$ cat src/common/sleep_wake_params.svh
/*
 * constants for the sleep and wake-up controller: reset values,
 * the interrupt vector and the oscillator restart time.
 * assumes the core clock runs at 50 MHz.
 */
`ifndef SLEEP_WAKE_PARAMS_SVH
`define SLEEP_WAKE_PARAMS_SVH

`define CLK_PERIOD_NS 20
`define RESTART_NS    320
`define RESTART_CYC   ((`RESTART_NS + `CLK_PERIOD_NS - 1) / `CLK_PERIOD_NS)
`define PC_WIDTH      13
`define IRQ_VECTOR    13'h0004
`define TIMEOUT_RST   1'b1
`define POWERDOWN_RST 1'b1
`define CNT_WIDTH     8

`endif

$ cat src/common/sleep_wake_pkg.sv
/*
 * types for the sleep and wake-up controller.
 * assumes nothing beyond a SystemVerilog compiler.
 */
package sleep_wake_pkg;

    typedef enum logic [1:0] {
        st_run     = 2'b00,
        st_sleep   = 2'b01,
        st_restart = 2'b10
    } power_state_e;

endpackage : sleep_wake_pkg

$ cat src/logic/wake_qualifier.sv
/*
 * qualifies interrupt flags against their enables, both for the
 * awake core and for the sleeping core.
 * assumes flags and enables are synchronous to core_clk.
 */
`timescale 1ns/1ps

module wake_qualifier (
    // clock and reset
    input  wire logic core_clk,
    input  wire logic rst,
    // sources
    input  wire logic int_flag,
    input  wire logic int_en,
    input  wire logic port_b_change,
    input  wire logic port_b_change_en,
    input  wire logic periph_en,
    input  wire logic adc_done_flag,
    input  wire logic adc_done_en,
    input  wire logic adc_rc_clock,
    input  wire logic other_periph_pending,
    // results
    output logic      irq_pending,
    output logic      irq_wake
);

    function automatic logic armed(input logic flag, input logic en);
        armed = flag && en;
    endfunction : armed

    logic core_src;
    logic adc_src;

    // only the enabled sources count, global enable ignored
    assign core_src = armed(int_flag, int_en) || armed(port_b_change, port_b_change_en);
    assign adc_src  = periph_en && armed(adc_done_flag, adc_done_en);

    assign irq_pending = core_src || adc_src || (periph_en && other_periph_pending);
    // asleep: other peripherals have no phase clocks, adc only on rc clock
    assign irq_wake    = core_src || (adc_src && adc_rc_clock);
endmodule : wake_qualifier

$ cat src/logic/sleep_wakeup_controller.sv
/*
 * sleep entry and wake-up control of the core: watchdog clear,
 * timeout and power-down flags, wake source qualification, oscillator
 * and phase clock gating, resume with or without vectoring.
 * assumes a cpu sequencer that pulses sleep_exec and clrwdt_exec for
 * one cycle, and a watchdog on its own clock that pulses
 * watchdog_timeout synchronously to core_clk.
 */
`timescale 1ns/1ps
`include "sleep_wake_params.svh"

// Summary of operation
// wake on reset pin, watchdog, or interrupt
// reset pin resets; other wakes resume execution
// power-down flag set at power-up, cleared by sleep
// watchdog time-out clears timeout flag
// asleep, of the peripherals only rc-clocked adc completion wakes
// phase clocks stop while asleep
// sleep prefetches instruction at pc plus one
// enabled interrupts wake regardless of global enable
// global enable clear: continue after sleep
// global enable set: next instruction, then vector
// pending interrupt makes sleep a no-operation
// late interrupt: sleep completes, then wakes
// sleep stops oscillator driver, pins hold state
// watchdog runs asleep; its time-out wakes
// restart clocks before fetching, registers unchanged
module sleep_wakeup_controller
    import sleep_wake_pkg::*;
#(
    parameter int PC_WIDTH       = `PC_WIDTH,
    parameter int RESTART_CYCLES = `RESTART_CYC
) (
    // clock and reset
    input  wire logic                core_clk,
    input  wire logic                rst,
    // cpu sequencer
    input  wire logic                sleep_exec,
    input  wire logic                clrwdt_exec,
    input  wire logic [PC_WIDTH-1:0] pc,
    input  wire logic                global_irq_enable,
    output logic                     prefetch_req,
    output logic [PC_WIDTH-1:0]      prefetch_addr,
    output logic                     resume,
    output logic                     resume_vector,
    output logic [PC_WIDTH-1:0]      vector_addr,
    // reset pin and device reset
    input  wire logic                external_reset_pin_n,
    output logic                     device_reset,
    // interrupt sources
    input  wire logic                int_flag,
    input  wire logic                int_en,
    input  wire logic                port_b_change,
    input  wire logic                port_b_change_en,
    input  wire logic                periph_en,
    input  wire logic                adc_done_flag,
    input  wire logic                adc_done_en,
    input  wire logic                adc_rc_clock,
    input  wire logic                other_periph_pending,
    // watchdog
    input  wire logic                watchdog_enable,
    input  wire logic                watchdog_timeout,
    output logic                     watchdog_clear,
    output logic                     watchdog_reset,
    // status and power
    output logic                     timeout_flag,
    output logic                     powerdown_flag,
    output logic                     asleep,
    output logic                     osc_drive_en,
    output logic                     phase_clk_en,
    output logic                     io_hold
);

    localparam int WAKE_MAX = RESTART_CYCLES + 2;
    localparam logic [`CNT_WIDTH-1:0] RESTART_LAST = `CNT_WIDTH'(RESTART_CYCLES - 1);

    power_state_e          state;
    power_state_e          next_state;
    logic [`CNT_WIDTH-1:0] restart_cnt;
    logic [`CNT_WIDTH-1:0] next_restart_cnt;
    logic                  next_timeout_flag;
    logic                  next_powerdown_flag;
    logic                  next_resume_vector;
    logic [PC_WIDTH-1:0]   next_prefetch_addr;
    logic                  pend;
    logic                  next_pend;
    logic                  irq_pending;
    logic                  irq_wake;
    logic                  wd_fire;
    logic                  pin_ok;
    logic                  sleep_go;

    wake_qualifier u_qual (
        .core_clk             (core_clk),
        .rst                  (rst),
        .int_flag             (int_flag),
        .int_en               (int_en),
        .port_b_change        (port_b_change),
        .port_b_change_en     (port_b_change_en),
        .periph_en            (periph_en),
        .adc_done_flag        (adc_done_flag),
        .adc_done_en          (adc_done_en),
        .adc_rc_clock         (adc_rc_clock),
        .other_periph_pending (other_periph_pending),
        .irq_pending          (irq_pending),
        .irq_wake             (irq_wake)
    );

    // event qualification
    assign pin_ok   = external_reset_pin_n;
    assign wd_fire  = watchdog_enable && watchdog_timeout;
    // pending before the sleep cycle turns sleep into a no-op
    assign sleep_go = (state == st_run) && sleep_exec && !pend && pin_ok;

    // outputs to the sequencer and watchdog
    assign device_reset   = !pin_ok;
    assign watchdog_clear = sleep_go || ((state == st_run) && clrwdt_exec && pin_ok);
    assign watchdog_reset = wd_fire && (state == st_run) && pin_ok;
    assign prefetch_req   = (state == st_run) && sleep_exec && pin_ok;
    assign resume         = (state == st_restart) && (restart_cnt == '0) && pin_ok;
    assign vector_addr    = PC_WIDTH'(`IRQ_VECTOR);

    // power gating
    assign asleep       = (state == st_sleep);
    assign osc_drive_en = (state != st_sleep);
    assign phase_clk_en = (state == st_run);
    assign io_hold      = (state != st_run);

    always_comb begin
        next_state          = state;
        next_restart_cnt    = restart_cnt;
        next_timeout_flag   = timeout_flag;
        next_powerdown_flag = powerdown_flag;
        next_resume_vector  = resume_vector;
        next_prefetch_addr  = prefetch_addr;
        next_pend           = irq_pending;
        if (!pin_ok) begin
            next_state       = st_run;
            next_restart_cnt = '0;
        end else begin
            case (state)
                st_run: begin
                    if (sleep_exec) begin
                        next_prefetch_addr = pc + PC_WIDTH'(1);
                    end
                    if (sleep_go) begin
                        next_state          = st_sleep;
                        next_powerdown_flag = 1'b0;
                        next_timeout_flag   = 1'b1;
                    end else if (clrwdt_exec) begin
                        next_powerdown_flag = 1'b1;
                        next_timeout_flag   = 1'b1;
                    end
                end
                st_sleep: begin
                    next_pend = 1'b0;
                    if (wd_fire || irq_wake) begin
                        next_state         = st_restart;
                        next_restart_cnt   = RESTART_LAST;
                        next_resume_vector = irq_wake && !wd_fire && global_irq_enable;
                    end
                end
                st_restart: begin
                    next_pend = 1'b0;
                    if (restart_cnt == '0) begin
                        next_state = st_run;
                    end else begin
                        next_restart_cnt = restart_cnt - `CNT_WIDTH'(1);
                    end
                end
                default: begin
                    next_state = st_run;
                end
            endcase
            if (wd_fire) begin
                next_timeout_flag = 1'b0;
            end
        end
    end

    always_ff @(posedge core_clk or posedge rst) begin
        if (rst) begin
            state          <= st_run;
            restart_cnt    <= '0;
            timeout_flag   <= `TIMEOUT_RST;
            powerdown_flag <= `POWERDOWN_RST;
            resume_vector  <= 1'b0;
            prefetch_addr  <= '0;
            pend           <= 1'b0;
        end else begin
            state          <= next_state;
            restart_cnt    <= next_restart_cnt;
            timeout_flag   <= next_timeout_flag;
            powerdown_flag <= next_powerdown_flag;
            resume_vector  <= next_resume_vector;
            prefetch_addr  <= next_prefetch_addr;
            pend           <= next_pend;
        end
    end
endmodule : sleep_wakeup_controller

$ cat config.mk
export PLATFORM = sky130hd
export DESIGN_NAME = sleep_wakeup_controller
export DESIGN_NICKNAME = d
export VERILOG_FILES = /design/src/common/sleep_wake_pkg.sv /design/src/logic/wake_qualifier.sv /design/src/logic/sleep_wakeup_controller.sv
export VERILOG_INCLUDE_DIRS = /design/src /design/src/common
export SDC_FILE = /design/constraint.sdc
export NUM_CORES = 1
export LEC_CHECK = 0
export BUFFER_PORTS_ARGS = -buffer_cell sky130_fd_sc_hd__buf_2
export CAP_MARGIN = 40
export CORE_ASPECT_RATIO = 0.8
export CORE_MARGIN = 1
export CORE_UTILIZATION = 54
export CTS_BUF_LIST = sky130_fd_sc_hd__clkbuf_8
export DETAILED_ROUTE_END_ITERATION = 8
export GPL_TIMING_DRIVEN = 0
export PLACE_DENSITY = 0.95
export SETUP_SLACK_MARGIN = 0.1
export SYNTH_ARGS = -nofsm -noshare
export SYNTH_HDL_FRONTEND = slang
export SYNTH_HIERARCHICAL = 1
export SYNTH_SLANG_ARGS = --single-unit
$ cat constraint.sdc
create_clock -name core_clk -period 5.1 [get_ports core_clk]
set_input_delay 0.51 -clock core_clk [delete_from_list [all_inputs] [get_ports core_clk]]
set_output_delay 0.51 -clock core_clk [all_outputs]
set_load 0.005 [all_outputs]
* Word-level counts from Yosys, hierarchy flattened
Index checks and enable logic that the tools add are counted.
** Storage, ports and cells
- Flip-flop bits (word level) :: 27
- Bits in latches :: 0
- Memory bits (writable) :: 0
- ROM bits :: 0
- Input port bits :: 30
- Output and inout port bits :: 38
- Logic and storage cells :: 74
- Memories kept :: 0
** Operators by class
- $add $sub $neg :: 2
- $mul :: 0
- Divide/modulo/power cells :: 0
- Order comparisons :: 0
- Equality and inequality tests :: 8
- Shifts and indexed selects :: 0
- Multiplexer cells :: 16
- Bitwise operators :: 0
- Reduce and logical (&&, ||, !) cells :: 41
** Operators with widths (number)
- $mux 8 :: 3
- $logic_and 1x1->1 :: 19
- $reduce_and 3->1 :: 6
- $pmux 8 s2 :: 1
- $add 13x1->13 const B :: 1
- $ne 3x2->1 const B :: 3
- $logic_not 8->1 :: 1
- $mux 2 :: 4
- $sub 8x1->8 const B :: 1
- $mux 1 :: 7
- $logic_or 1x1->1 :: 6
- $pmux 2 s3 :: 1
- $reduce_bool 2->1 :: 3
- $logic_not 1->1 :: 3
- $ne 3x1->1 const B :: 1
- $ne 3x3->1 const B :: 1
- $reduce_bool 3->1 :: 1
- $eq 2x1->1 const B :: 1
- $eq 2x2->1 const B :: 1
- $logic_not 2->1 :: 1
- $ne 2x1->1 const B :: 1
- $reduce_or 2->1 :: 1

* Logic depth before layout (Yosys ltp)
- Word-level depth :: 8
- Depth in mapped cells :: 8
- Gate-level depth less buffers :: 6

* Cells and area by module
The synthesis kept the hierarchy.
** Modules (own cells, without submodules)
- sleep_wakeup_controller :: instances 1, cells an instance 189, area an instance 1672.9 um^2
- wake_qualifier :: instances 1, cells an instance 6, area an instance 36.3 um^2

* Worst setup path before layout
Ideal clock, no wire load.
- Path type :: flip-flop to flip-flop
- From :: register state[0]
- To :: register restart_cnt[5]
- Library setup time :: 0.079 ns
- Arrival time :: 1.818 ns
- Required time :: 5.021 ns
- Slack :: 3.203 ns
- Stages on the path, launching flop included :: 9
- Path buffers :: 2
- Clock period less this slack :: 1.897 ns
- Path through :: dfrtp_1 > inv_1 > ha_1 > clkbuf_1 > or2b_2 > o32a_1 > buf_6 > nand4_1 > mux2i_1
** Between the ends
- Word-level cells in the longest chain between the ends :: 3
- Elaborated cells between the ends (all ways) :: 8
** RTL lines
- start, declared :: RTL line sleep_wakeup_controller.sv:77 : power_state_e state;
- start signal, assigned :: RTL line sleep_wakeup_controller.sv:183 : state <= st_run;
- start signal, assigned :: RTL line sleep_wakeup_controller.sv:191 : state <= next_state;
- $eq 2x2->1 / $eq 2x1->1 (equally long branches) :: RTL line sleep_wakeup_controller.sv:141 : case (state)
- $ne 3x3->1 (no source line), or another cell as far along
- $reduce_and 3->1 (no source line) / $mux 8 (equally long branches)
- end signal, assigned :: RTL line sleep_wakeup_controller.sv:192 : restart_cnt <= next_restart_cnt;
- end, declared :: RTL line sleep_wakeup_controller.sv:79 : logic [`CNT_WIDTH-1:0] restart_cnt;
Parallel ways exist; a longest one is shown, timed or not.
A chain may end at the register's enable or synchronous reset.

* Worst setup path in the final report
- From :: register state[0]
- To :: output port prefetch_req
** Between the ends
- Word-level cells in the longest chain between the ends :: 3
** RTL lines
- $logic_not 2->1 :: RTL line sleep_wakeup_controller.sv:119 : assign prefetch_req = (state == st_run) && sleep_exec && pin_ok;
- $logic_and 1x1->1 (2 in series) :: RTL line sleep_wakeup_controller.sv:119
- end, declared :: RTL line sleep_wakeup_controller.sv:42 : output logic prefetch_req,
No other way between the ends.

==> results.json <==
{
  "required_ps": 4590,
  "r2r_start": "state[0]",
  "final_core_utilization_pct": 74.7,
  "synthTopCellsByArea": "dfrtp_1, nand2_1, buf_4, ha_1, o21ai_0",
  "start_util_pct": 59.5,
  "drive_gt1_share_pct": 31.7,
  "setup_tns_ps": 0,
  "nFillCells": 227,
  "drc": 0,
  "fp.dieH_microns": 52.3,
  "fin_ws_ps": 2620,
  "crit_chain": "inv_1 -> ha_1 -> nand3_1 -> clkbuf_1 -> inv_1 -> buf_2",
  "finalSetupViolCount": 0,
  "yosysTopAreaCell": "dfrtp_1",
  "place.gp.congestion": 0.845,
  "wl_microns": 3830,
  "dr.pass1.iters": 4,
  "status": "finished, final reports clean",
  "cts_inserted_buffers": 3,
  "grt_usage_pct": 23.5,
  "yosys_warnings": 6,
  "synthFlopType": "dfrtp_1",
  "pre_cts_ws_ps": 2940,
  "seq_area_sq_um": 678,
  "cp_common_cell": "inv_1",
  "layout_commonest_cell": "buf_2",
  "die_x_microns": 64.9,
  "p_per_area_mw_per_mm2": 288,
  "synthToLayoutAreaGrowth_pct": 25.5,
  "grt_pass1_wl_microns": 6020,
  "drt-met1-wl_microns": 1650,
  "ioPinCount": 68,
  "period_minus_slack_ps": 2480,
  "synth_cells": 195,
  "dr_wl_met3_microns": 220,
  "finalClockSkew_ps": 8.05,
  "postCtsSetupRepairBufs": 0,
  "async_reset_ff_share_pct": 100,
  "slowest_delay_ps": 400,
  "ys_seq_elements": 27,
  "highest_layer": "met4",
  "synth_edf_count": 0,
  "synthesis.area_sq_mm": 0.00171,
  "antenna_found_initial": 0,
  "vias": 1599,
  "crit_fanout": 10,
  "routed_via_density": 5.28,
  "finalCritPeriodShare_pct": 48.6,
  "worst-path-buf-inv": 4,
  "dpl.hpwl_microns": 3070,
  "cts_hold_buffers": 0,
  "cts_htree_levels": 1,
  "reg2reg_depth": 8,
  "placementRows": 17,
  "critPathLaunchType": "flip-flop",
  "cts_sinks": 27,
  "r2r_end": "restart_cnt[6]",
  "grt_overflow_total": 0,
  "critPathCaptureType": "output port",
  "fmax_mhz": 404,
  "drt-initial-drc-count": 64,
  "layout.nets": 302,
  "avgSynthCellArea_sq_um": 8.76,
  "hold_viol": 0,
  "antenna_cells": 0,
  "clk_pin_slew_ps": 100,
  "worstSetupPathType": "flip-flop to output port",
  "grt_max_degree": 21,
  "synth_top_area_share_pct": 36.6,
  "yosys.cell_types.count": 45,
  "final_cell_mix": "buf_2, nand2_1, dfrtp_1",
  "maxCapViolations": 0,
  "cts_resized": 0,
  "clk_latency_ps": 280,
  "rsz0062_at_grt": "false",
  "leakage_nw": 1.08,
  "grt_pass1_vias": 1407,
  "cpLargestDelayFamily": "buffers and inverters",
  "p_total_uw": 618,
  "ant_nets": 0,
  "io_buffers": 54,
  "rrSetupSlack_ps": 2910,
  "dr_wl_met2_microns": 1900,
  "critPathArrivalTime_ps": 1970,
  "die_area_sq_mm": 0.00340,
  "ys_seq_area_share_pct": 39.7,
  "core_sq_mm": 0.00287,
  "crit_path_top_delay_cell": "dfrtp_1",
  "wl_per_cell_microns": 12.7,
  "cts-root-buf": "clkbuf_8",
  "cts_tree": "done",
  "slew_violations": 0,
  "clockBufferDepth": 2,
  "hold_path_class": "primary input to async pin",
  "peakVddDrop_mv": 0.253,
  "multi_input_area_sq_um": 903
}
-- cells in the mapped netlist (2+ instances only) --
cell,number
nand2_1,29
dfrtp_1,25
o21ai_0,15
buf_4,13
nor2_1,12
inv_1,11
nand3_1,8
ha_1,6
nand4_1,6
xor2_1,6
clkbuf_1,5
nand2b_1,5
xnor2_1,5
a21oi_1,4
a31oi_1,4
mux2i_1,4
nor3_1,4
and4_1,2
conb_1,2
dfstp_2,2
nor4_1,2
or2b_2,2
-- worst max-delay path by stage --
stage	start	slack (ps)	cells after the start	to
final	state[0]	2620	6	prefetch_req
after global routing	state[0]	2470	6	prefetch_req
after CTS	state[0]	2620	6	prefetch_req
after detailed placement	state[0]	2940	6	prefetch_req
after global placement	state[0]	2990	6	prefetch_req
after floorplan	state[0]	3200	8	restart_cnt[5]
-- where the power goes --
part	leakage [nW]	internal (mW)	switching [mW]
registers	0.338	0.256	0.0278
clock network	0.0261	0.0573	0.0688
logic	0.720	0.0994	0.109
total	1.08	0.413	0.205
-- per-layer routing --
layer	track usage (%)	vias up
met4	7.04	0
met5	0	-
met1	30.7	744
met3	5.22	8
li1	-	790
met2	39.2	57
-- worst reg2reg max path: cells and delay by family, from the launching register on --
kind,cells,cell delay [ps]
AND/OR/NAND/NOR,2,440
buffers and inverters,3,540
flip-flops,1,420
adder cells (fa/ha/maj),1,150
AO/OA/AOI/OAI,1,290
multiplexers,1,260
-- through the flow --
stage,cell area (sq um),hold WS [ps],cells
3_5_place_dp,2100,465,299
5_1_grt,2150,228,303
4_1_cts,2150,204,303
6_report,2150,198,303
2_1_floorplan,1750,473,206
3_3_place_gp,2070,458,298
-- kinds of logic (layout without fill, tap and decap cells) --
group           count (synthesis)  after routing  synth area share, %
flops                          27             27                 39.7
mux                             5              5                 3.00
buf+inv                        30             89                 9.88
fa+ha+maj                       6              6                 4.39
compound gates                 37             37                 14.2
simple gates                   77             77                 22.8
other cells                     2             13                0.439
xor+xnor                       11             11                 5.64
-- final cells by class --
class	instances	share of cell area, %
inverters	11	1.92
well taps	38	2.22
plain buffers	19	5.95
repair buffers	55	13.9
multi-input cells	149	42.1
flip-flops and latches	27	31.6
clock buffers	3	1.92
clock inverters	1	0.408
-- flip-flops by register name (all words and copies together), names as in the netlist --
register	cells
prefetch_addr	13
restart_cnt	8
pend	1
resume_vector	1
timeout_flag	1
state	2
powerdown_flag	1
No activity file was read; power rests on OpenSTA's default activity.
